`src/core/sbc_consts.svh`:
```
// Offsets, field positions, reset values and timing counts of the checker.
// Assumes a 12-bit byte register address and 8-bit register data.
`ifndef SBC_CONSTS_SVH
`define SBC_CONSTS_SVH

// ----------------------------------------------------------------------
// Register offsets
// ----------------------------------------------------------------------
`define SBC_ADDR_SYNC_SETUP   12'h312
`define SBC_ADDR_DESER_SETUP  12'h314
`define SBC_ADDR_LANE_EN      12'h315
`define SBC_ADDR_TEST_CTRL    12'h316
`define SBC_ADDR_THR_LOW      12'h317
`define SBC_ADDR_THR_MID      12'h318
`define SBC_ADDR_THR_HIGH     12'h319
`define SBC_ADDR_CNT_LOW      12'h31A
`define SBC_ADDR_CNT_MID      12'h31B
`define SBC_ADDR_CNT_HIGH     12'h31C
`define SBC_ADDR_PASS         12'h31D

// ----------------------------------------------------------------------
// Field positions
// ----------------------------------------------------------------------
`define SBC_SYNC_DUR_LSB      4
`define SBC_CTRL_SEL_LSB      4
`define SBC_CTRL_PAT_LSB      2
`define SBC_CTRL_START_BIT    1
`define SBC_CTRL_HOLD_BIT     0

// ----------------------------------------------------------------------
// Reset values
// ----------------------------------------------------------------------
`define SBC_RST_BYTE          8'h00
`define SBC_RST_PASS_BIT      1'b1

// ----------------------------------------------------------------------
// Sync error low durations
// ----------------------------------------------------------------------
`define SBC_DUR_HALF          2'h0
`define SBC_DUR_ONE           2'h1
`define SBC_SYNC_CYC_ONE      2'h1
`define SBC_SYNC_CYC_TWO      2'h2

`endif

```
`src/core/sbc_pkg.sv`:
```
// Types shared by the checker top and its lane checkers.
// Assumes nothing of its surroundings.
package sbc_pkg;

  // ----------------------------------------------------------------------
  // Pattern choice, codes follow the register field
  // ----------------------------------------------------------------------
  typedef enum logic [1:0] {
    SBC_PAT_PRBS7,
    SBC_PAT_PRBS15,
    SBC_PAT_PRBS31,
    SBC_PAT_RSVD
  } sbc_pattern_e;

  // ----------------------------------------------------------------------
  // Test state machine
  // ----------------------------------------------------------------------
  typedef enum logic [1:0] {
    SBC_HELD,
    SBC_STOPPED,
    SBC_RUNNING
  } sbc_test_state_e;

endpackage

```
`src/core/sbc_lane_checker.sv`:
```
// One lane: self-synchronising pattern check and saturating error counter.
// Assumes lane data on sys_clk, oldest bit in the MSB of each word.
`timescale 1ns/1ps

module sbc_lane_checker
  import sbc_pkg::*;
#(
  parameter int LANE_W = 8,
  parameter int CNT_W  = 24
)
(
  // Clock and reset
  input  wire logic              sys_clk,
  input  wire logic              nrst,
  input  wire logic              ce,
  // Lane data and control
  input  wire logic [LANE_W-1:0] laneData,
  input  wire sbc_pattern_e      pattern,
  input  wire logic              countEn,
  input  wire logic              countClear,
  // Result
  output logic      [CNT_W-1:0]  errCount
);

  localparam int SUM_W = $clog2(LANE_W + 1);

  logic [30:0]      hist_q;
  logic [30:0]      hist_d;
  logic [CNT_W-1:0] errCount_q;
  logic [CNT_W-1:0] errCount_d;
  logic [SUM_W-1:0] errSum;
  logic [CNT_W:0]   sumWide;
  logic             rxBit;
  logic             predBit;

  // ----------------------------------------------------------------------
  // Next state
  // ----------------------------------------------------------------------
  always_comb
  begin
    hist_d  = hist_q;
    errSum  = '0;
    rxBit   = 1'b0;
    predBit = 1'b0;
    for (int i = LANE_W - 1; i >= 0; i--)
    begin
      rxBit = laneData[i];
      unique case (pattern)
        SBC_PAT_PRBS7:  predBit = hist_d[6] ^ hist_d[5];
        SBC_PAT_PRBS15: predBit = hist_d[14] ^ hist_d[13];
        SBC_PAT_PRBS31: predBit = hist_d[30] ^ hist_d[27];
        SBC_PAT_RSVD:   predBit = rxBit;
      endcase
      errSum = errSum + SUM_W'(rxBit ^ predBit);
      hist_d = {hist_d[29:0], rxBit};
    end
    sumWide    = {1'b0, errCount_q} + (CNT_W+1)'(errSum);
    errCount_d = errCount_q;
    if (countClear)
      errCount_d = '0;
    else if (countEn)
      errCount_d = sumWide[CNT_W] ? '1 : sumWide[CNT_W-1:0];
  end

  // ----------------------------------------------------------------------
  // Registers
  // ----------------------------------------------------------------------
  always_ff @(posedge sys_clk or negedge nrst)
  begin
    if (!nrst)
    begin
      hist_q     <= '0;
      errCount_q <= '0;
    end
    else if (ce)
    begin
      hist_q     <= hist_d;
      errCount_q <= errCount_d;
    end
  end

  assign errCount = errCount_q;

endmodule // sbc_lane_checker

```
`src/core/sbc_top.sv`:
```
// Per-lane pattern error test with byte register port and sync error pulse.
// Assumes lane data, error flags and register port all on sys_clk.
//
// What this block does
// Multiframe with link errors raises sync error
// Sync error low half, one, two cycles
// Host writes 0x01 to deserializer setup
// Per-lane test enable, all off at reset
// Select field picks lane count shown
// Pattern select: PRBS7, PRBS15, PRBS31
// Start bit runs test, counting only then
// Hold bit resets state machine, counters
// 24-bit threshold, three bytes, LSB first
// Selected count low and mid bytes readable
// Selected count high byte at third address
// Pass bit per lane, count below threshold
// Self-synchronising compare, saturating 24-bit counters
// Transmitter sends pattern continuously during test
`timescale 1ns/1ps
`include "sbc_consts.svh"

module sbc_top
  import sbc_pkg::*;
#(
  parameter int LANES  = 8,
  parameter int LANE_W = 8,
  parameter int CNT_W  = 24
)
(
  // Clock and reset
  input  wire logic                    sys_clk,
  input  wire logic                    nrst,
  input  wire logic                    ce,
  // Register port
  input  wire logic [11:0]             regAddr,
  input  wire logic                    regWrEn,
  input  wire logic [7:0]              regWrData,
  input  wire logic                    regRdEn,
  output logic      [7:0]              regRdData,
  // Lane data
  input  wire logic [LANES*LANE_W-1:0] laneData,
  // Link error reports
  input  wire logic                    mfEnd,
  input  wire logic [LANES-1:0]        dispErr,
  input  wire logic [LANES-1:0]        notInTableErr,
  input  wire logic [LANES-1:0]        unexpCtrlErr,
  // Sync, setup and test status outputs
  output logic      [1:0]              linkSyncOutputN,
  output logic      [7:0]              deserSetupValue,
  output logic                         testRunning
);

  // ----------------------------------------------------------------------
  // Declarations
  // ----------------------------------------------------------------------
  logic [7:0]             syncSetup_q;
  logic [7:0]             syncSetup_d;
  logic [7:0]             deserSetup_q;
  logic [7:0]             deserSetup_d;
  logic [LANES-1:0]       laneEnable_q;
  logic [LANES-1:0]       laneEnable_d;
  logic [6:0]             testCtrl_q;
  logic [6:0]             testCtrl_d;
  logic [CNT_W-1:0]       threshold_q;
  logic [CNT_W-1:0]       threshold_d;
  logic [LANES-1:0]       passFlags_q;
  logic [LANES-1:0]       passFlags_d;
  logic [7:0]             rdData_q;
  logic [7:0]             rdData_d;
  sbc_test_state_e        state_q;
  sbc_test_state_e        state_d;
  logic                   mfErrSeen_q;
  logic                   mfErrSeen_d;
  logic [1:0]             syncCnt_q;
  logic [1:0]             syncCnt_d;
  logic                   halfMode_q;
  logic                   halfMode_d;
  logic                   startTgl_q;
  logic                   startTgl_d;
  logic                   seenTgl_q;
  logic                   seenTgl_d;
  logic                   linkErr;
  logic                   syncStart;
  logic                   syncLow;
  logic [1:0]             syncDur;
  logic [2:0]             countSel;
  sbc_pattern_e           pattern;
  logic                   testHold;
  logic                   testStart;
  logic [CNT_W-1:0]       laneCount [LANES];
  logic [CNT_W-1:0]       selCount;
  logic [LANES-1:0]       belowThr;

  // ----------------------------------------------------------------------
  // Field extraction
  // ----------------------------------------------------------------------
  assign syncDur   = syncSetup_q[`SBC_SYNC_DUR_LSB +: 2];
  assign countSel  = testCtrl_q[`SBC_CTRL_SEL_LSB +: 3];
  assign pattern   = sbc_pattern_e'(testCtrl_q[`SBC_CTRL_PAT_LSB +: 2]);
  assign testHold  = testCtrl_q[`SBC_CTRL_HOLD_BIT];
  assign testStart = testCtrl_q[`SBC_CTRL_START_BIT];

  // ----------------------------------------------------------------------
  // Register writes
  // ----------------------------------------------------------------------
  always_comb
  begin
    syncSetup_d  = syncSetup_q;
    deserSetup_d = deserSetup_q;
    laneEnable_d = laneEnable_q;
    testCtrl_d   = testCtrl_q;
    threshold_d  = threshold_q;
    if (regWrEn)
    begin
      unique case (regAddr)
        `SBC_ADDR_SYNC_SETUP:  syncSetup_d  = regWrData;
        `SBC_ADDR_DESER_SETUP: deserSetup_d = regWrData;
        `SBC_ADDR_LANE_EN:     laneEnable_d = regWrData[LANES-1:0];
        `SBC_ADDR_TEST_CTRL:   testCtrl_d   = regWrData[6:0];
        `SBC_ADDR_THR_LOW:     threshold_d[7:0]   = regWrData;
        `SBC_ADDR_THR_MID:     threshold_d[15:8]  = regWrData;
        `SBC_ADDR_THR_HIGH:    threshold_d[23:16] = regWrData;
        default:               ;
      endcase
    end
  end

  always_ff @(posedge sys_clk or negedge nrst)
  begin
    if (!nrst)
    begin
      syncSetup_q  <= `SBC_RST_BYTE;
      deserSetup_q <= `SBC_RST_BYTE;
      laneEnable_q <= '0;
      testCtrl_q   <= '0;
      threshold_q  <= '0;
    end
    else if (ce)
    begin
      syncSetup_q  <= syncSetup_d;
      deserSetup_q <= deserSetup_d;
      laneEnable_q <= laneEnable_d;
      testCtrl_q   <= testCtrl_d;
      threshold_q  <= threshold_d;
    end
  end

  assign deserSetupValue = deserSetup_q;

  // ----------------------------------------------------------------------
  // Test state machine
  // ----------------------------------------------------------------------
  always_comb
  begin
    state_d = state_q;
    unique case (state_q)
      SBC_HELD:    state_d = testHold ? SBC_HELD : SBC_STOPPED;
      SBC_STOPPED: state_d = testHold ? SBC_HELD
                           : (testStart ? SBC_RUNNING : SBC_STOPPED);
      SBC_RUNNING: state_d = testHold ? SBC_HELD
                           : (testStart ? SBC_RUNNING : SBC_STOPPED);
    endcase
  end

  always_ff @(posedge sys_clk or negedge nrst)
  begin
    if (!nrst)
      state_q <= SBC_HELD;
    else if (ce)
      state_q <= state_d;
  end

  assign testRunning = (state_q == SBC_RUNNING);

  // ----------------------------------------------------------------------
  // Lane checkers
  // ----------------------------------------------------------------------
  for (genvar g = 0; g < LANES; g++)
  begin : gLane
    sbc_lane_checker #(
      .LANE_W (LANE_W),
      .CNT_W  (CNT_W)
    ) uChk (
      .sys_clk    (sys_clk),
      .nrst       (nrst),
      .ce         (ce),
      .laneData   (laneData[g*LANE_W +: LANE_W]),
      .pattern    (pattern),
      .countEn    (testRunning && laneEnable_q[g]),
      .countClear (state_q == SBC_HELD),
      .errCount   (laneCount[g])
    );
    assign belowThr[g] = (laneCount[g] < threshold_q);
  end

  assign selCount = (32'(countSel) < LANES) ? laneCount[countSel] : '0;

  // ----------------------------------------------------------------------
  // Pass flags
  // ----------------------------------------------------------------------
  always_comb
  begin
    passFlags_d = passFlags_q;
    if (state_q == SBC_HELD)
      passFlags_d = {LANES{`SBC_RST_PASS_BIT}};
    else if (testRunning)
      passFlags_d = belowThr;
  end

  always_ff @(posedge sys_clk or negedge nrst)
  begin
    if (!nrst)
      passFlags_q <= {LANES{`SBC_RST_PASS_BIT}};
    else if (ce)
      passFlags_q <= passFlags_d;
  end

  // ----------------------------------------------------------------------
  // Register reads
  // ----------------------------------------------------------------------
  always_comb
  begin
    rdData_d = rdData_q;
    if (regRdEn)
    begin
      unique case (regAddr)
        `SBC_ADDR_SYNC_SETUP:  rdData_d = syncSetup_q;
        `SBC_ADDR_DESER_SETUP: rdData_d = deserSetup_q;
        `SBC_ADDR_LANE_EN:     rdData_d = 8'(laneEnable_q);
        `SBC_ADDR_TEST_CTRL:   rdData_d = {1'b0, testCtrl_q};
        `SBC_ADDR_THR_LOW:     rdData_d = threshold_q[7:0];
        `SBC_ADDR_THR_MID:     rdData_d = threshold_q[15:8];
        `SBC_ADDR_THR_HIGH:    rdData_d = threshold_q[23:16];
        `SBC_ADDR_CNT_LOW:     rdData_d = selCount[7:0];
        `SBC_ADDR_CNT_MID:     rdData_d = selCount[15:8];
        `SBC_ADDR_CNT_HIGH:    rdData_d = selCount[23:16];
        `SBC_ADDR_PASS:        rdData_d = 8'(passFlags_q);
        default:               rdData_d = 8'h00;
      endcase
    end
  end

  always_ff @(posedge sys_clk or negedge nrst)
  begin
    if (!nrst)
      rdData_q <= 8'h00;
    else if (ce)
      rdData_q <= rdData_d;
  end

  assign regRdData = rdData_q;

  // ----------------------------------------------------------------------
  // Multiframe error gathering
  // ----------------------------------------------------------------------
  assign linkErr   = |(dispErr | notInTableErr | unexpCtrlErr);
  assign syncStart = mfEnd && (mfErrSeen_q || linkErr);

  always_comb
  begin
    mfErrSeen_d = mfErrSeen_q;
    if (mfEnd)
      mfErrSeen_d = 1'b0;
    else if (linkErr)
      mfErrSeen_d = 1'b1;
  end

  always_ff @(posedge sys_clk or negedge nrst)
  begin
    if (!nrst)
      mfErrSeen_q <= 1'b0;
    else if (ce)
      mfErrSeen_q <= mfErrSeen_d;
  end

  // ----------------------------------------------------------------------
  // Sync error pulse
  // ----------------------------------------------------------------------
  always_comb
  begin
    syncCnt_d  = syncCnt_q;
    halfMode_d = halfMode_q;
    startTgl_d = startTgl_q;
    if (syncStart)
    begin
      halfMode_d = (syncDur == `SBC_DUR_HALF);
      startTgl_d = ~startTgl_q;
      if ((syncDur == `SBC_DUR_HALF) || (syncDur == `SBC_DUR_ONE))
        syncCnt_d = `SBC_SYNC_CYC_ONE;
      else
        syncCnt_d = `SBC_SYNC_CYC_TWO;
    end
    else if (syncCnt_q != 2'h0)
      syncCnt_d = syncCnt_q - 2'h1;
  end

  always_ff @(posedge sys_clk or negedge nrst)
  begin
    if (!nrst)
    begin
      syncCnt_q  <= 2'h0;
      halfMode_q <= 1'b0;
      startTgl_q <= 1'b0;
    end
    else if (ce)
    begin
      syncCnt_q  <= syncCnt_d;
      halfMode_q <= halfMode_d;
      startTgl_q <= startTgl_d;
    end
  end

  // Falling edge copy cuts a half-cycle pulse at mid-cycle
  always_comb
  begin
    seenTgl_d = ce ? startTgl_q : seenTgl_q;
  end

  always_ff @(negedge sys_clk or negedge nrst)
  begin
    if (!nrst)
      seenTgl_q <= 1'b0;
    else
      seenTgl_q <= seenTgl_d;
  end

  assign syncLow = (syncCnt_q != 2'h0)
                && !(halfMode_q && (seenTgl_q == startTgl_q));
  assign linkSyncOutputN = {2{~syncLow}};

endmodule // sbc_top

```
`config.mk`:
```
export PLATFORM = sky130hd
export DESIGN_NAME = sbc_top
export DESIGN_NICKNAME = d
export VERILOG_FILES = /design/src/core/sbc_pkg.sv /design/src/core/sbc_lane_checker.sv /design/src/core/sbc_top.sv
export VERILOG_INCLUDE_DIRS = /design/src /design/src/core
export SDC_FILE = /design/constraint.sdc
export NUM_CORES = 2
export LEC_CHECK = 0
export BUFFER_PORTS_ARGS = -buffer_cell sky130_fd_sc_hd__buf_2
export CAP_MARGIN = 10
export CORE_AREA = 2 2 321 323
export CTS_CLUSTER_DIAMETER = 150
export DETAILED_ROUTE_END_ITERATION = 10
export DIE_AREA = 0 0 323 325
export GPL_TIMING_DRIVEN = 0
export MAX_ROUTING_LAYER = met4
export PLACE_DENSITY = 0.6
export SLEW_MARGIN = 40
export SYNTH_ARGS = -nofsm -noshare
export SYNTH_HDL_FRONTEND = slang
export SYNTH_HIERARCHICAL = 1
export SYNTH_SLANG_ARGS = --single-unit
```
`constraint.sdc`:
```
create_clock -name sys_clk -period 5.92 [get_ports sys_clk]
set_input_delay 1.184 -clock sys_clk [delete_from_list [all_inputs] [get_ports sys_clk]]
set_output_delay 1.184 -clock sys_clk [all_outputs]
set_load 0.03 [all_outputs]
```
==> metrics.md <==
| Metric | Value |
|---|---|
| CTS max path bufs | `3` |
| Final net count | `approximately 3900` |
| #FFs+latches synth | `519` |
| Status | `complete, no violations` |
| Hold path startpoint | `regRdData[0]` |
| Setup WS pre-CTS | `-0.0282 ns` |
| Sum of net half-perimeters after detailed placement | `81400 µm` |
| Cell chain of the critical path | `xnor2_1 -> nand2_1 -> nand2_1 -> buf_4 -> buf_2` |
| # Max-Cap Violations | `0` |
| Drt pass-1 iters | `6` |
| Buf+Inv Stages, Crit Path | `2` |
| Final Max Slew Viols | `0` |
| VDD IR-drop max | `about 220 µV` |
| Post-synth EDFFs | `0` |
| Ys Warns | `6` |
| Die area | `between 0.1 and 0.15 mm²` |
| WP data required | `4.74 ns` |
| WP data arrival | `~4.6 ns` |
| Mapped cell area | `0.0353 mm²` |
| Fillers | `9941` |
| Area contributors post-synth | `dfrtp_1, mux2_2, ha_1` |
| Primary FF master, synth | `dfrtp_1` |
| Worst-Margin Slew | `0.935 ns` |
| Die Y | `325 µm` |
| Non-Filler Instances | `around 5000` |
| P_leak | `between 15 and 20 nW` |
| Share of post-route cells with drive strength above 1 | `0.204` |
| Layout Skew | `roughly 0.024 ns` |
| Top-count cell post-synth | `dfrtp_1` |
| Core area | `0.101 mm²` |
| Slowest cell on the critical path | `dfrtn_1` |
| DR iter-0 viols | `~2200` |
| Setup CP Type | `register to primary output` |
| Sequential share of the synthesized area | `0.368` |
| Tot GR Track Use | `0.213` |
| CP max FO | `2` |
| GP Congestion | `0.999` |
| Mapped Nets | `~3700` |
| Initial antenna violation count | `1` |
| TritonCTS Buffers | `67` |
| Setup TNS Final | `0 ns` |
| Post-synth ARST share | `1.00` |
| Top cell type by total area after synthesis | `dfrtp_1` |
| Post-CTS Hold Buffers | `0` |
| GR Overflow Total | `0` |
| Final Worst Setup Slack | `0.117 ns` |
| Synth cell count leaders | `dfrtp_1, mux2_2, ha_1, nand2_1, xnor2_1` |
| Layout area overhead | `14.0%` |
| Avg Cell Area, Syn | `10.6 µm²` |
| Die X | `around 320 µm` |
| Vias | `28100` |
| Initial core utilization | `0.349` |
| DR WL/cell | `22.0 µm` |
| Power density over cell area | `~340 mW/mm²` |
| Root Buffer | `clkbuf_16` |
| Detailed-route wire length | `~110000 µm` |
| Max incr delay on CP | `0.42 ns` |
| Sink Count | `just over 500` |
| Worst slew margin | `0.370` |
| Endpoints failing setup | `0` |
| Cell family with most CP delay | `flip-flops` |
| RSZ-0062 raised after global routing | `no` |
| DR vias/cell | `around 5.7` |
| Final Hold Viols | `0` |
| ANT nets after route | `0` |
| Crit end category | `primary output` |
| IO Port Bufs | `between 100 and 150` |
| Placed Instances | `between 4000 and 5000` |
| Remaining DRCs | `0` |
| Area share of the largest cell type after synthesis | `0.361` |
| # H-tree levels | `3` |
| Crit Reg-Reg Startpoint | `testCtrl_q[2]` |
| IO Pins | `between 100 and 150` |
| Worst-path clk slew | `~0.050 ns` |
| First-pass GRT wire length | `168000 µm` |
| Vias in the first global route | `27500` |
| Num rows | `about 120` |
| Clk_lat worst skew | `~0.63 ns` |
| Largest net degree at the start of global routing | `74` |
| Final core utilization | `0.398` |
| CP Launch Type | `register` |
| Cell variety after synth | `around 100` |
| CP most frequent cell | `nand2_1` |
| CTS tree | `built` |
| Synthesized instance count | `3347` |
| CP Launch Point | `seenTgl_q` |
| Worst Hold Class | `register to register` |
## cell type report
class	count	area (µm²)	share of cell area
Antenna cell	1	2.50	0.0000621
Buffer	140	616	0.0153
Clock buffer	89	1920	0.0478
Clock inverter	30	374	0.00928
Inverter	71	267	0.00661
Multi-Input combinational cell	2617	21500	0.534
Sequential cell	519	13000	0.323
Tap cell	1368	1710	0.0425
Timing Repair Buffer	133	893	0.0222
## power by group
part           switching (mW)  internal [mW]
combinational            2.46           2.29
sequential              0.662           3.98
clock                    1.68           2.64
total                    4.80           8.91
## worst register-to-register path, cell delays in order, from the launching register on
cell and delay (ns):
dfrtp_4 0.67, buf_12 0.25, clkbuf_2 0.37, o21ai_0 0.16, xnor2_1 0.21, o22ai_1 0.13, fa_1 0.53, fa_1 0.49
ha_1 0.23, fa_1 0.52, inv_1 0.07, fa_1 0.44, nand2b_1 0.20, a21o_1 0.25, or3_1 0.38, buf_2 0.17
a41o_1 0.26, a21oi_2 0.13
## logic make-up after synthesis
kind of cell,count (synthesis),share of synthesized area
simple gates,799,0.125
mux,393,0.140
buf+inv,211,0.0248
fa+ha+maj,283,0.109
flops,519,0.368
compound gates,802,0.149
xor+xnor,340,0.0843
## state kept, by name, summed over array words and instances (netlist names)
register and flops:
testCtrl_q 7, halfMode_q 1, gLane.uChk/hist_q 248, gLane.uChk/errCount 192, mfErrSeen_q 1, syncSetup_q 8
regRdData 8, seenTgl_q 1, threshold_q 24, startTgl_q 1, deserSetupValue 8, laneEnable_q 8
passFlags_q 8, syncCnt_q 2, state_q 2
## per-layer routing
layer | global-route usage | routed length, µm | vias to the layer above
li1 | - | - | 13000
met5 | - | 0 | -
met1 | 0.279 | 47100 | 13900
met3 | 0.0324 | 7130 | 225
met2 | 0.331 | 50500 | 954
met4 | 0.0783 | 4370 | 0
## placed cells by master (no fill, tap or decap), types with 55 or more instances in the layout
| cell type | netlist | routed |
|---|---|---|
| dfrtp_1 | 510 | 508 |
| mux2_2 | 300 | 300 |
| ha_1 | 243 | 242 |
| nand2_1 | 214 | 214 |
| xnor2_1 | 203 | 203 |
| a21oi_1 | 177 | 177 |
| o21ai_0 | 162 | 162 |
| buf_2 | 16 | 138 |
| xor2_1 | 137 | 137 |
| nor2_1 | 117 | 117 |
| clkbuf_1 | 86 | 91 |
| a31oi_1 | 87 | 87 |
| o22ai_1 | 86 | 84 |
| nor3_1 | 75 | 75 |
| inv_1 | 71 | 71 |
| clkbuf_16 | 0 | 71 |
| nand4_1 | 61 | 61 |
| a21o_1 | 55 | 55 |
## repair_timing
action,in CTS,in global routing
setup endpoints to repair,0,43
resized for setup,0,15
setup buffers,0,0
## stage by stage
step	hold WS (ns)	power [mW]	area (µm²)
6_report	0.480	13.7	40300
3_5_place_dp	0.474	9.50	38000
5_1_grt	0.513	14.8	40300
4_1_cts	0.487	13.9	40300
3_3_place_gp	0.461	9.35	37700
2_1_floorplan	0.463	8.16	35300
## path summary, 6_finish.rpt
path | endpoint | slack [ns] | cells after the start
hold reg to reg | regRdData[0] | 0.48 | 2
max in group asynchronous | seenTgl_q | 2.21 | 2
hold / removal | regRdData[0] | 0.48 | 2
min in group asynchronous | startTgl_q | 0.54 | 2
setup reg to reg | gLane[2].uChk/errCount[7] | 0.40 | 17
setup / recovery | linkSyncOutputN[1] | 0.12 | 5
Power figures use the tool's default switching activity.
